==> src/rtl/vcpa_consts.svh <==
// offsets, field positions, reset values and counts of the arbitration table block
`ifndef VCPA_CONSTS_SVH
`define VCPA_CONSTS_SVH

// register byte offsets
`define VCPA_OFF_CONTROL    12'h214
`define VCPA_OFF_STATUS     12'h218
`define VCPA_OFF_WORD_A     12'h220
`define VCPA_OFF_WORD_B     12'h224
`define VCPA_OFF_IRQ_STATUS 12'h230
`define VCPA_OFF_IRQ_MASK   12'h234

// field positions
`define VCPA_LOAD_BIT       16
`define VCPA_ENABLE_BIT     31
`define VCPA_DIRTY_BIT      16
`define VCPA_NEG_BIT        17

// interrupt status bits
`define VCPA_IRQ_LOADED     0
`define VCPA_IRQ_NEG_DONE   1
`define VCPA_IRQ_WRITTEN    2
`define VCPA_IRQ_WIDTH      3

// table geometry and codes
`define VCPA_SLOT_COUNT     12
`define VCPA_LAST_SLOT      4'hb
`define VCPA_MAX_PORT       4'h3
`define VCPA_SLOTS_A        8
`define VCPA_TABLE_RESET    48'h5432_1765_4321

`endif

==> src/rtl/vcpa_pkg.sv <==
// types shared by the arbitration table block
package vcpa_pkg;
    typedef logic [3:0]        vcpa_slot_type;
    typedef logic [11:0][3:0]  vcpa_table_type;
    typedef enum logic [0:0] {
        LOAD_IDLE,
        LOAD_COPY
    } vcpa_load_state_type;
endpackage

==> src/rtl/vcpa_arb_table.sv <==
// virtual channel status, port arbitration table registers, table load and egress arbiter
`timescale 1ns/1ps
`include "vcpa_consts.svh"

module vcpa_arb_table
    import vcpa_pkg::*;
(
    input  wire logic        clk,
    input  wire logic        sys_rst,
    input  wire logic        clk_en,
    input  wire logic [11:0] reg_addr,
    input  wire logic [31:0] reg_wdata,
    input  wire logic        reg_write,
    input  wire logic        reg_read,
    output logic [31:0]      reg_rdata,
    input  wire logic        is_upstream_port,
    input  wire logic        arb_table_in_use,
    input  wire logic [1:0]  egress_port_id,
    input  wire logic        link_dl_active,
    input  wire logic        link_in_fc_init1,
    input  wire logic        link_in_fc_init2,
    input  wire logic        arb_period_done,
    output logic [1:0]       offer_port,
    output logic             offer_valid,
    output logic [3:0]       offer_phase,
    output logic             load_busy,
    output logic             irq
);

    vcpa_table_type      table_live;
    vcpa_table_type      table_latched;
    vcpa_load_state_type load_state;
    logic [3:0]          copy_idx;
    logic                arb_table_dirty;
    logic                rewritten;
    logic                channel_negotiation_pending;
    logic                fc_init2_q;
    logic [`VCPA_IRQ_WIDTH-1:0] irq_status;
    logic [`VCPA_IRQ_WIDTH-1:0] irq_mask;
    logic [`VCPA_IRQ_WIDTH-1:0] next_irq_status;
    logic [`VCPA_IRQ_WIDTH-1:0] next_irq_mask;
    logic [`VCPA_IRQ_WIDTH-1:0] irq_events;
    logic                write_a;
    logic                write_b;
    logic                table_write;
    logic                load_table_request;
    logic                copy_last;
    logic                neg_done;
    logic                channel_enable_flag;
    logic [31:0]         next_rdata;

    function automatic logic hit(input logic [11:0] a, input logic [11:0] off);
        hit = (a == off);
    endfunction

    // ------------------------------------------------------------ decode
    always_comb begin
        write_a             = reg_write && hit(reg_addr, `VCPA_OFF_WORD_A);
        write_b             = reg_write && hit(reg_addr, `VCPA_OFF_WORD_B);
        table_write         = write_a || write_b;
        // a request while a load runs is dropped; the running copy already owns the table
        // a load is refused while the selected scheme ignores the table, dirty means nothing then
        load_table_request  = reg_write && hit(reg_addr, `VCPA_OFF_CONTROL)
                              && reg_wdata[`VCPA_LOAD_BIT] && is_upstream_port
                              && arb_table_in_use && (load_state == LOAD_IDLE);
        copy_last           = (load_state == LOAD_COPY) && (copy_idx == `VCPA_LAST_SLOT);
        neg_done            = fc_init2_q && !link_in_fc_init2;
        channel_enable_flag = 1'b1;
    end

    // ------------------------------------------------------------ live table
    always_ff @(posedge clk or posedge sys_rst) begin
        if (sys_rst) begin
            table_live <= `VCPA_TABLE_RESET;
        end else if (clk_en) begin
            if (write_a) begin
                table_live[`VCPA_SLOTS_A-1:0] <= reg_wdata;
            end
            if (write_b) begin
                // slots above 11 are not implemented, upper half of the word is dropped
                table_live[`VCPA_SLOT_COUNT-1:`VCPA_SLOTS_A] <= reg_wdata[15:0];
            end
        end
    end

    // ------------------------------------------------------------ load sequence
    // one slot per cycle keeps the copy a plain 4-bit mux at the cost of twelve cycles
    always_ff @(posedge clk or posedge sys_rst) begin
        if (sys_rst) begin
            load_state <= LOAD_IDLE;
            copy_idx   <= 4'h0;
        end else if (clk_en) begin
            case (load_state)
                LOAD_IDLE: begin
                    copy_idx <= 4'h0;
                    if (load_table_request) begin
                        load_state <= LOAD_COPY;
                    end
                end
                LOAD_COPY: begin
                    if (copy_last) begin
                        load_state <= LOAD_IDLE;
                        copy_idx   <= 4'h0;
                    end else begin
                        copy_idx <= copy_idx + 4'h1;
                    end
                end
                default: begin
                    load_state <= LOAD_IDLE;
                    copy_idx   <= 4'h0;
                end
            endcase
        end
    end

    always_ff @(posedge clk or posedge sys_rst) begin
        if (sys_rst) begin
            table_latched <= `VCPA_TABLE_RESET;
        end else if (clk_en) begin
            if (load_state == LOAD_COPY) begin
                table_latched[copy_idx] <= table_live[copy_idx];
            end
        end
    end

    always_ff @(posedge clk or posedge sys_rst) begin
        if (sys_rst) begin
            load_busy <= 1'b0;
        end else if (clk_en) begin
            load_busy <= load_table_request || ((load_state == LOAD_COPY) && !copy_last);
        end
    end

    // ------------------------------------------------------------ table dirty
    // a write that lands during the copy may miss slots already taken, so dirty must survive
    always_ff @(posedge clk or posedge sys_rst) begin
        if (sys_rst) begin
            rewritten <= 1'b0;
        end else if (clk_en) begin
            if (load_table_request) begin
                rewritten <= 1'b0;
            end else if (table_write && (load_state == LOAD_COPY)) begin
                rewritten <= 1'b1;
            end
        end
    end

    always_ff @(posedge clk or posedge sys_rst) begin
        if (sys_rst) begin
            arb_table_dirty <= 1'b0;
        end else if (clk_en) begin
            if (table_write && is_upstream_port) begin
                arb_table_dirty <= 1'b1;
            end else if (copy_last && !rewritten) begin
                arb_table_dirty <= 1'b0;
            end
        end
    end

    // ------------------------------------------------------------ negotiation pending
    // the stored bit keeps tracking while the link is down; only the read is gated
    always_ff @(posedge clk or posedge sys_rst) begin
        if (sys_rst) begin
            fc_init2_q <= 1'b0;
        end else if (clk_en) begin
            fc_init2_q <= link_in_fc_init2;
        end
    end

    always_ff @(posedge clk or posedge sys_rst) begin
        if (sys_rst) begin
            channel_negotiation_pending <= 1'b0;
        end else if (clk_en) begin
            if (link_in_fc_init1 || link_in_fc_init2) begin
                channel_negotiation_pending <= 1'b1;
            end else if (neg_done) begin
                channel_negotiation_pending <= 1'b0;
            end
        end
    end

    // ------------------------------------------------------------ interrupts
    always_comb begin
        irq_events                      = '0;
        irq_events[`VCPA_IRQ_LOADED]    = copy_last;
        irq_events[`VCPA_IRQ_NEG_DONE]  = neg_done;
        irq_events[`VCPA_IRQ_WRITTEN]   = table_write && is_upstream_port;
        next_irq_status                 = irq_status;
        if (reg_read && hit(reg_addr, `VCPA_OFF_IRQ_STATUS)) begin
            next_irq_status = '0;
        end
        // an event in the clearing cycle is kept
        next_irq_status = next_irq_status | irq_events;
    end

    always_comb begin
        next_irq_mask = irq_mask;
        if (reg_write && hit(reg_addr, `VCPA_OFF_IRQ_MASK)) begin
            next_irq_mask = reg_wdata[`VCPA_IRQ_WIDTH-1:0];
        end
    end

    always_ff @(posedge clk or posedge sys_rst) begin
        if (sys_rst) begin
            irq_status <= '0;
        end else if (clk_en) begin
            irq_status <= next_irq_status;
        end
    end

    always_ff @(posedge clk or posedge sys_rst) begin
        if (sys_rst) begin
            irq_mask <= '0;
        end else if (clk_en) begin
            irq_mask <= next_irq_mask;
        end
    end

    // built from the next values so the line moves in the same edge as the status bit
    always_ff @(posedge clk or posedge sys_rst) begin
        if (sys_rst) begin
            irq <= 1'b0;
        end else if (clk_en) begin
            irq <= |(next_irq_status & next_irq_mask);
        end
    end

    // ------------------------------------------------------------ read data
    always_comb begin
        next_rdata = 32'h0000_0000;
        case (reg_addr)
            `VCPA_OFF_CONTROL: begin
                // load request always reads zero
                next_rdata[`VCPA_ENABLE_BIT] = channel_enable_flag;
            end
            `VCPA_OFF_STATUS: begin
                // not masked by arb_table_in_use: the bit is simply meaningless then
                next_rdata[`VCPA_DIRTY_BIT] = arb_table_dirty && is_upstream_port;
                next_rdata[`VCPA_NEG_BIT]   = channel_negotiation_pending
                                              && link_dl_active && channel_enable_flag;
            end
            `VCPA_OFF_WORD_A: begin
                next_rdata = table_live[`VCPA_SLOTS_A-1:0];
            end
            `VCPA_OFF_WORD_B: begin
                next_rdata[15:0] = table_live[`VCPA_SLOT_COUNT-1:`VCPA_SLOTS_A];
            end
            `VCPA_OFF_IRQ_STATUS: begin
                // shows the bits from before this same read clears them
                next_rdata[`VCPA_IRQ_WIDTH-1:0] = irq_status;
            end
            `VCPA_OFF_IRQ_MASK: begin
                next_rdata[`VCPA_IRQ_WIDTH-1:0] = irq_mask;
            end
            default: begin
                next_rdata = 32'h0000_0000;
            end
        endcase
    end

    // writes to the status word have no decode and are ignored
    always_ff @(posedge clk or posedge sys_rst) begin
        if (sys_rst) begin
            reg_rdata <= 32'h0000_0000;
        end else if (clk_en) begin
            reg_rdata <= reg_read ? next_rdata : 32'h0000_0000;
        end
    end

    // ------------------------------------------------------------ arbiter
    // walker trusts software to keep reserved codes out, but still skips them safely
    // during a load the walker may briefly see a mix of old and new slots
    vcpa_slot_walker u_walker (
        .clk             (clk),
        .sys_rst         (sys_rst),
        .clk_en          (clk_en),
        .table_latched   (table_latched),
        .egress_port_id  (egress_port_id),
        .arb_period_done (arb_period_done),
        .offer_port      (offer_port),
        .offer_valid     (offer_valid),
        .offer_phase     (offer_phase)
    );

endmodule

==> src/rtl/vcpa_slot_walker.sv <==
// phase walker that offers each arbitration period to the port named in the current slot
`timescale 1ns/1ps
`include "vcpa_consts.svh"

module vcpa_slot_walker
    import vcpa_pkg::*;
(
    input  wire logic           clk,
    input  wire logic           sys_rst,
    input  wire logic           clk_en,
    input  wire vcpa_table_type table_latched,
    input  wire logic [1:0]     egress_port_id,
    input  wire logic           arb_period_done,
    output logic [1:0]          offer_port,
    output logic                offer_valid,
    output logic [3:0]          offer_phase
);

    logic [3:0] phase;
    logic [3:0] start_phase;
    logic [3:0] next_phase;

    // reserved codes and the egress port itself are never offered
    function automatic logic slot_ok(input vcpa_slot_type code, input logic [1:0] egr);
        slot_ok = (code <= `VCPA_MAX_PORT) && (code[1:0] != egr);
    endfunction

    function automatic logic [3:0] next_index(input logic [3:0] i);
        next_index = (i == `VCPA_LAST_SLOT) ? 4'h0 : i + 4'h1;
    endfunction

    // skipping is done within one cycle so an invalid slot costs no period
    function automatic logic [3:0] first_valid(input vcpa_table_type t, input logic [3:0] from,
                                               input logic [1:0] egr);
        logic [3:0] idx;
        logic       found;
        begin
            idx         = from;
            found       = 1'b0;
            first_valid = from;
            for (int k = 0; k < `VCPA_SLOT_COUNT; k++) begin
                if (!found && slot_ok(t[idx], egr)) begin
                    found       = 1'b1;
                    first_valid = idx;
                end
                idx = next_index(idx);
            end
        end
    endfunction

    always_comb begin
        start_phase = (arb_period_done && offer_valid) ? next_index(phase) : phase;
        next_phase  = first_valid(table_latched, start_phase, egress_port_id);
    end

    always_ff @(posedge clk or posedge sys_rst) begin
        if (sys_rst) begin
            phase       <= 4'h0;
            offer_phase <= 4'h0;
            offer_port  <= 2'h0;
            offer_valid <= 1'b0;
        end else if (clk_en) begin
            phase       <= next_phase;
            offer_phase <= next_phase;
            offer_port  <= table_latched[next_phase][1:0];
            offer_valid <= slot_ok(table_latched[next_phase], egress_port_id);
        end
    end

endmodule

==> config.mk <==
export PLATFORM = sky130hd
export DESIGN_NAME = vcpa_arb_table
export DESIGN_NICKNAME = d
export VERILOG_FILES = /design/src/rtl/vcpa_pkg.sv /design/src/rtl/vcpa_arb_table.sv /design/src/rtl/vcpa_slot_walker.sv
export VERILOG_INCLUDE_DIRS = /design/src /design/src/rtl
export SDC_FILE = /design/constraint.sdc
export NUM_CORES = 1
export LEC_CHECK = 0
export BUFFER_PORTS_ARGS = -buffer_cell sky130_fd_sc_hd__buf_2
export CORE_MARGIN = 4
export CORE_UTILIZATION = 30
export DETAILED_ROUTE_END_ITERATION = 8
export PLACE_DENSITY_LB_ADDON = 0.05
export REMOVE_ABC_BUFFERS = 1
export SYNTH_ARGS = -nofsm -noshare
export SYNTH_HDL_FRONTEND = slang
export SYNTH_SLANG_ARGS = --single-unit
==> constraint.sdc <==
create_clock -name clk -period 8.1 [get_ports clk]
set_input_delay 0.405 -clock clk [delete_from_list [all_inputs] [get_ports clk]]
set_output_delay 0.405 -clock clk [all_outputs]
set_load 0.01 [all_outputs]
==> impl_metrics.yaml, run 1 <==
status:
  status: "complete, no violations"
synth:
  synth_compound_area_frac: 0.223
  synth_fa_ha_area_frac: 0.00906
  synth_cells: 1343
  async_flop_share: 1.00
  yosys_warnings: 0
  avgSynthCellArea_um2: 9.25
  yosysSeqAreaShare: 0.308
  synth_area_leaders: "dfrtp_1 (23%), mux2_2 (9.5%), dfstp_2 (8.0%)"
  synthXorXnorAreaFrac: 0.00987
  ys_ff_latch: 151
  synth_top_family_by_area: "compound AO/OA/AOI/OAI gates"
  synth_common_cells: "nand2_1 (122), dfrtp_1 (113), mux2_2 (105), nor2_1 (84), o21ai_0 (70)"
  synth_simple_gate_area_frac: 0.185
  synth.distinct_cells: 120
  syn_area_um2: 12400
  synth_area_leader_cell: "dfrtp_1"
  synth-main-ff-cell: "dfrtp_1"
  yosysTopAreaCellShare: 0.228
  muxShareOfSynthArea: 0.203
  yosysMostFrequentCell: "nand2_1"
  synth-edff-count: 0
floorplanning:
  core_um2: 40900
  fp.dieH_um: 212
  start_util: 0.304
  die_w_um: 212
  dieArea_um2: 44700
  rows: 74
  ioPinCount: 98
cts:
  clock_sinks: 151
  insertion_delay_ps: 430
  cts_tree: "done"
  htreeDepth: 4
  clk_pin_slew_ps: 60
  clk_path_buf_depth: 2
  numCtsBuffers: 17
  clock-root-buffer: "clkbuf_16"
  cts_setup_buffers: 0
timing:
  hold_violations: 0
  fmax_mhz: 131
  relSlewSlack: 0.154
  finalSetupViolations: 0
  grt_setup_unrepaired: "false"
  finClkSkew_ps: 13.1
  period_needed_ps: 7660
  min_period_over_period: 0.945
  final_max_slew_viol_count: 0
  fin_hold_ws_ps: 92.9
  worst_pin_slew_ps: 1250
cells_and_area:
  drive_gt1_frac: 0.291
  fillers: 4253
  fin_nets: 1463
  area_growth_pct: 12.6
routing:
  vias: 11247
  first_iter_violations: 1156
  drc: 0
  vias_per_cell: 5.79
  wl_per_cell_um: 24.6
  antenna_left: 0
  first_pass_iters: 6
  drt-total-wl_um: 47800
setup_path:
  cp_max_fo: 10
  end_kind: "register"
  critPathKind: "register to register"
  crit_start: "u_walker.offer_phase[0]"
  required_ps: 8360
  timing.rr.end: "u_walker.offer_valid"
  reg2reg_depth: 24
  ff2ff_setup_slack_ps: 440
  crit_path_start_kind: "register"
  arrival_ps: 7920
  worstReg2RegStart: "u_walker.offer_phase[0]"
global_route:
  grt_pass1_wl_um: 73100
  grt_pass1_vias: 11265
  grt.total_usage: 0.212
  grt_max_degree: 80
  antenna_found_initial: 2
  overflow: 0
placement:
  gp_congestion: 0.916
  io_buffers: 97
  dp_hpwl_um: 35500
flow_run:
  maxCapViolCount: 0
worst_hold_path:
  hold_path_class: "input port to async pin"
==> worst max-delay path, cell delays in order (launching register included) <==
cell	delay (ps)
dfrtp_1	490
ha_1	360
and3b_1	250
o21ai_2	190
ha_4	240
and2b_1	170
a22oi_2	180
nor3_4	520
buf_4	270
nor2_1	110
o31ai_1	600
a211oi_1	210
a211oi_2	440
nor3_1	90
mux2_2	330
nor2_1	300
buf_4	210
nand3_1	80
o211a_1	240
a211oi_1	380
a31o_2	430
mux2i_1	570
o32ai_1	180
a2111oi_2	410
a41oi_1	230
==> cell type report <==
class                      instances  area [µm²]  area share
multi-input combinational       1032        7870       0.563
clock buffer                      20         447      0.0319
tap                              532         666      0.0476
antenna                            2        5.00    0.000358
inverter                          67         256      0.0183
sequential                       151        3830       0.273
timing repair buffer             128         718      0.0513
clock inverter                    12         199      0.0142
==> worst max-delay path by stage <==
stage                      endpoint  slack, ps  cells after the start
2_1_floorplan  u_walker.offer_valid       -950                     21
3_3_place_gp   u_walker.offer_valid         80                     23
3_5_place_dp   u_walker.offer_valid        120                     24
4_1_cts        u_walker.offer_valid        100                     24
5_1_grt        u_walker.offer_valid         80                     22
6_report       u_walker.offer_valid        440                     24
==> logic make-up after synthesis <==
family                     count (synthesis)
AOI/OAI and AO/OA                        373
xor gates and xnor gates                  14
adders and majority gates                  9
buffers and inverters                    160
DFF                                      151
muxes                                    199
and+or+nand+nor                          437
==> metal layers <==
layer  share of wire  global-route usage
met3           0.049              0.0353
met4           0.024              0.0571
met5               0                   0
met2            0.49               0.353
met1            0.44               0.285
==> registers in the layout, summed over array words and instances, names as in the netlist <==
register / cells
arb_table_dirty: 1
channel_negotiation_pending: 1
copy_idx: 4
fc_init2_q: 1
irq: 1
irq_mask: 3
irq_status: 3
load_state: 1
reg_rdata: 32
rewritten: 1
table_latched: 48
table_live: 48
u_walker.offer_phase: 4
u_walker.offer_port: 2
u_walker.offer_valid: 1
==> metrics by stage <==
stage          instance area (µm²)  setup TNS (ps)  instances   util  worst slack (ps)
2_1_floorplan                11900           -2480       1250      -              -947
3_3_place_gp                 13300               0       1910  0.325              76.3
3_5_place_dp                 13300               0       1910  0.325               124
4_1_cts                      14000               0       1942  0.341              96.3
5_1_grt                      14000               0       1943  0.342              84.3
6_report                     14000               0       1944  0.342               442
==> cell usage in the layout (no fill, tap or decap), types with 14 or more instances in the layout <==
master       n
inv_1       63
buf_2       97
nand3_1     48
a21oi_1     43
nand2_1    122
nor2_1      84
mux2i_1     58
buf_4       31
nand4_1     21
mux4_2      31
clkbuf_16   17
dfstp_2     38
o22ai_1     24
dfrtp_1    113
mux2_2     105
o211ai_1    26
nor3_1      47
a31oi_1     16
o21ai_0     67
a211oi_1    21
xnor2_1     14
==> timing repair <==
action	4_1_cts	5_1_grt
resized for setup	0	6
endpoints found under the setup margin	0	1
endpoints found under the hold margin	0	0
hold buffers	0	0
Power of run 1 is left out: the tool's default activity adds up to more than one toggle a clock period on the data nets, which glitch-free logic cannot reach.
==> run 2: changes to the inputs <==
--- a/config.mk
+++ b/config.mk
@@ -6,6 +6,7 @@
 export SDC_FILE = /design/constraint.sdc
 export NUM_CORES = 1
 export LEC_CHECK = 0
+export ABC_AREA = 1
 export BUFFER_PORTS_ARGS = -buffer_cell sky130_fd_sc_hd__buf_2
 export CORE_MARGIN = 4
 export CORE_UTILIZATION = 30
==> run 2 against run 1 <==
Sequential share of layout area increased by 2.7 points; routed wire length shrank 6.5%; area after synthesis shrank 9.6%; register-to-register slack improved by 1100 ps; clock skew up 3.7 ps; critical path depth rose by 11; first-iteration DRC count is 33% lower; die area down 9.3%; maximum frequency rose by 16%; highest routed layer unchanged.
==> impl_metrics.yaml, run 2 <==
cells_and_area:
  reg.largest.list: "table_latched (48), table_live (48), reg_rdata (32)"
  layout_commonest_cell: "nand2_1"
  area_growth_pct: 13.4
  final_area_um2: 12700
  drive_gt1_frac: 0.152
  stdcell_count: 2244
  final_cell_mix: "nand2_1 (531), o21ai_0 (202), inv_1 (175), nand3_1 (163), dfrtp_1 (113)"
  antenna_cells: 0
  fin_nets: 1830
  utilization: 0.346
cts:
  clk_pin_slew_ps: 60
  numCtsBuffers: 17
  clock-root-buffer: "clkbuf_16"
  clock_sinks: 151
  clk_path_buf_depth: 2
  insertion_delay_ps: 450
  htreeDepth: 4
  cts_setup_buffers: 0
  cts_tree: "done"
placement:
  io_buffers: 97
  gp_congestion: 0.913
  placed_area_um2: 12100
  dp_hpwl_um: 33700
  dp_cells: 2212
synth:
  yosysTopAreaCellShare: 0.252
  synth-main-ff-cell: "dfrtp_1"
  synth_area_leader_cell: "dfrtp_1"
  avgSynthCellArea_um2: 6.63
  yosysMostFrequentCell: "nand2_1"
  synth_cells: 1695
  synth.distinct_cells: 58
  synth_common_cells: "nand2_1 (531), o21ai_0 (202), inv_1 (176), nand3_1 (164), dfrtp_1 (113)"
  synth-edff-count: 0
  yosys_warnings: 0
  syn_area_um2: 11200
  ys_ff_latch: 151
  yosysSeqAreaShare: 0.341
  async_flop_share: 1.00
  synth_area_leaders: "dfrtp_1 (25%), nand2_1 (18%), o21ai_0 (9.0%)"
global_route:
  grt_pass1_vias: 11117
  grt_max_degree: 68
  overflow: 0
  grt_pass1_wl_um: 68100
  grt.total_usage: 0.216
  antenna_found_initial: 0
timing:
  grt_setup_unrepaired: "false"
  fmax_mhz: 152
  hold_violations: 0
  finClkSkew_ps: 16.8
  final_max_slew_viol_count: 0
  period_needed_ps: 6580
  tns_ps: 0
  min_period_over_period: 0.812
  relSlewSlack: 0.361
  worst_pin_slew_ps: 952
  finalSetupViolations: 0
floorplanning:
  fp.dieH_um: 201
  dieArea_um2: 40600
  die_w_um: 201
  rows: 70
  start_util: 0.305
  ioPinCount: 98
  core_um2: 36800
routing:
  first_iter_violations: 778
  drt-total-wl_um: 44600
  antenna_left: 0
  vias_per_cell: 5.17
  vias: 11607
  wl_per_cell_um: 19.9
  drc: 0
  first_pass_iters: 5
setup_path:
  critPathBufInv: 3
  crit_path_start_kind: "register"
  critPathSlowestCell: "inv_1"
  end_kind: "register"
  cp_max_fo: 28
  cp_top_family: "simple AND/OR/NAND/NOR gates"
  arrival_ps: 6920
  slowest_delay_ps: 590
  required_ps: 8440
  path_common_cell: "nand2_1"
  critPathKind: "register to register"
flow_run:
  maxCapViolCount: 0
worst_hold_path:
  hold_path_class: "input port to register"
status:
  status: "complete, no violations"
[run 2: area by class of cell]
cell class	instances	area [µm²]
Clock buffer	23	488
Sequential cell	151	3830
Tap cell	468	586
Multi-Input combinational cell	1279	6340
Inverter	201	762
Clock inverter	8	120
Fill cell	4062	24000
Timing Repair Buffer	114	616
[run 2: worst paths after layout]
path,slack (ps),cells after the start,startpoint,endpoint
worst max-delay path,1520,35,u_walker.offer_phase[1],u_walker.offer_valid
worst min-delay path,190,3,link_in_fc_init1,channel_negotiation_pending
worst max register to register,1520,35,u_walker.offer_phase[1],u_walker.offer_valid
worst min register to register,470,2,reg_rdata[2],reg_rdata[2]
max in group asynchronous,6360,4,sys_rst,reg_rdata[29]
min in group asynchronous,510,3,sys_rst,table_latched[11]
[run 2: metrics by stage]
stage	hold WS (ps)	setup WS (ps)
after global routing	191	836
after CTS	170	1540
after detailed placement	422	1570
after global placement	430	1560
after floorplan	453	2520
final	188	1520
[run 2: tightest hold or removal path: stages]
cell,delay (ps)
buf_2,70
o21ai_0,50
o21ai_0,60
[run 2: kinds of logic after synthesis]
logic type,share of synthesized area
AOI/OAI and AO/OA,0.179
buffers and inverters,0.0955
muxes,0.0246
DFF,0.341
adders and majority gates,0.0100
xor gates and xnor gates,0.0117
and+or+nand+nor,0.339
[run 2: timing repair]
item,CTS,global route
resized for setup,0,0
hold buffers,1,0
hold endpoints to repair,21,0
[run 2: layer usage]
metal | GRT usage | share of wire | wire, µm | vias to the layer above
li1 | - | - | - | 5722
met3 | 0.0348 | 0.042 | 1900 | 56
met2 | 0.366 | 0.48 | 21500 | 296
met1 | 0.281 | 0.44 | 19800 | 5533
met4 | 0.0750 | 0.033 | 1490 | 0
met5 | 0 | 0 | 0 | -
Power of run 2 is left out for the same reason.
==> run 3: changes to the inputs <==
==> constraint.sdc (replaced) <==
create_clock -name clk -period 5.57 [get_ports clk]
set_input_delay 0.2785 -clock clk [delete_from_list [all_inputs] [get_ports clk]]
set_output_delay 0.2785 -clock clk [all_outputs]
set_load 0.01 [all_outputs]
==> run 3 against run 2 <==
Non-clock buffer count rose by 72; die area did not move; routed wire length rose by 2.1%; setup slack got worse by 1100 ps; core utilization rose by 2.3 points; sequential share of layout area fell by 1.8 points; final cell count rose by 3.3%; global-route usage rose by 0.20 points; highest routed layer unchanged.
==> impl_metrics.yaml, run 3 (same netlist as run 2, synthesis figures left out) <==
flow_run:
  maxCapViolCount: 0
floorplanning:
  die_w_um: 201
  rows: 70
  dieArea_um2: 40600
  start_util: 0.305
  fp.dieH_um: 201
  ioPinCount: 98
  core_um2: 36800
global_route:
  grt.total_usage: 0.218
  grt_pass1_vias: 11501
  grt_pass1_wl_um: 69400
  overflow: 0
  grt_max_degree: 66
  antenna_found_initial: 0
setup_path:
  ff2ff_setup_slack_ps: 410
  crit_path_start_kind: "register"
  worstReg2RegStart: "u_walker.offer_phase[0]"
  arrival_ps: 5480
  critPathSlowestCell: "o21ai_1"
  path_common_cell: "nand2_1"
  timing.rr.end: "u_walker.offer_valid"
  required_ps: 5890
  cp_max_fo: 28
  slowest_delay_ps: 430
  critPathKind: "register to register"
  end_kind: "register"
  reg2reg_depth: 36
timing:
  final_max_slew_viol_count: 0
  finClkSkew_ps: 11.2
  worst_pin_slew_ps: 1180
  tns_ps: 0
  fmax_mhz: 194
  period_needed_ps: 5160
  finalSetupViolations: 0
  min_period_over_period: 0.927
  relSlewSlack: 0.214
  hold_violations: 0
routing:
  drc: 0
  vias_per_cell: 5.12
  first_pass_iters: 5
  drt-total-wl_um: 45600
  first_iter_violations: 905
  vias: 11868
  antenna_left: 0
  wl_per_cell_um: 19.7
cells_and_area:
  area_growth_pct: 20.8
  antenna_cells: 0
  fin_nets: 1903
  drive_gt1_frac: 0.197
  reg.largest.list: "table_latched (48), table_live (48), reg_rdata (32)"
  seqCellArea_um2: 3830
  utilization: 0.369
  multi_input_area_um2: 6520
  fillers: 4015
  stdcell_count: 2318
  final_cell_mix: "nand2_1 (524), o21ai_0 (202), inv_1 (175), nand3_1 (161), dfrtp_1 (112)"
  final_area_um2: 13600
  layout_commonest_cell: "nand2_1"
cts:
  numCtsBuffers: 17
  clk_pin_slew_ps: 70
  htreeDepth: 4
  clk_path_buf_depth: 2
  clock-root-buffer: "clkbuf_16"
  insertion_delay_ps: 430
  cts_tree: "done"
  clock_sinks: 151
worst_hold_path:
  holdPathStages: 2
  whs_endpoint: "table_live[19]"
  hold_path_class: "input port to register"
  hold_start: "reg_wdata[19]"
placement:
  io_buffers: 97
  gp_congestion: 0.918
  placed_area_um2: 12600
  dp_cells: 2272
  dp_hpwl_um: 34900
status:
  status: "complete, no violations"
## run 3: cell types whose count changed in the layout (fill, tap and decap cells not counted), moves of 3 or more
cell / before / now
buf_12: 0 / 3
o21ai_1: 42 / 37
buf_4: 16 / 81
nand2_1: 531 / 524
clkinvlp_4: 2 / 5
clkinv_2: 3 / 0
clkbuf_8: 4 / 1
nand2_4: 3 / 11
o21ai_2: 3 / 6
## run 3: worst max-delay path by stage
stage                                  startpoint              endpoint  slack (ps)  cells after the start
after detailed placement  u_walker.offer_phase[1]  u_walker.offer_valid         120                     43
final                     u_walker.offer_phase[0]  u_walker.offer_valid         410                     36
after global routing         u_walker.offer_valid  u_walker.offer_valid         -10                     39
after CTS                 u_walker.offer_phase[1]  u_walker.offer_valid         100                     43
after global placement    u_walker.offer_phase[1]  u_walker.offer_valid          80                     43
after floorplan           u_walker.offer_phase[0]  u_walker.offer_valid          -7                     36
## run 3: per-stage QoR
step                worst slack, ps  hold slack (ps)
finish                          409             76.7
floorplan                     -6.88              365
detailed placement              121              411
global placement               77.2              416
CTS                             102             52.7
global route                  -10.4             59.3
## run 3: final cells by class
cell class | count | share of cell area
multi-input combinational | 1280 | 0.480
sequential | 151 | 0.282
timing repair buffer | 186 | 0.0913
inverter | 201 | 0.0563
tap | 468 | 0.0431
clock buffer | 19 | 0.0326
clock inverter | 13 | 0.0144
## run 3: timing repair
item,CTS,global route
gates resized for setup,0,44
endpoints found under the hold margin,48,0
buffers inserted,0,11
hold buffers,1,0
endpoints found under the setup margin,0,3
## run 3: per-layer routing
layer	up-vias	wire [µm]	global-route usage
li1	5863	-	-
met1	5650	20200	0.282
met2	300	22500	0.385
met3	55	1600	0.0218
met4	0	1290	0.0686
met5	-	0	0
## run 3: worst max-delay path, delay by kind of cell, from the launching register on
family / cells / cell delay (ps)
AO/OA/AOI/OAI: 3 / 710
adder cells (fa/ha/maj): 1 / 220
buffers and inverters: 8 / 1010
flip-flops: 1 / 400
AND/OR/NAND/NOR: 24 / 2640
Power of run 3 is left out for the same reason.
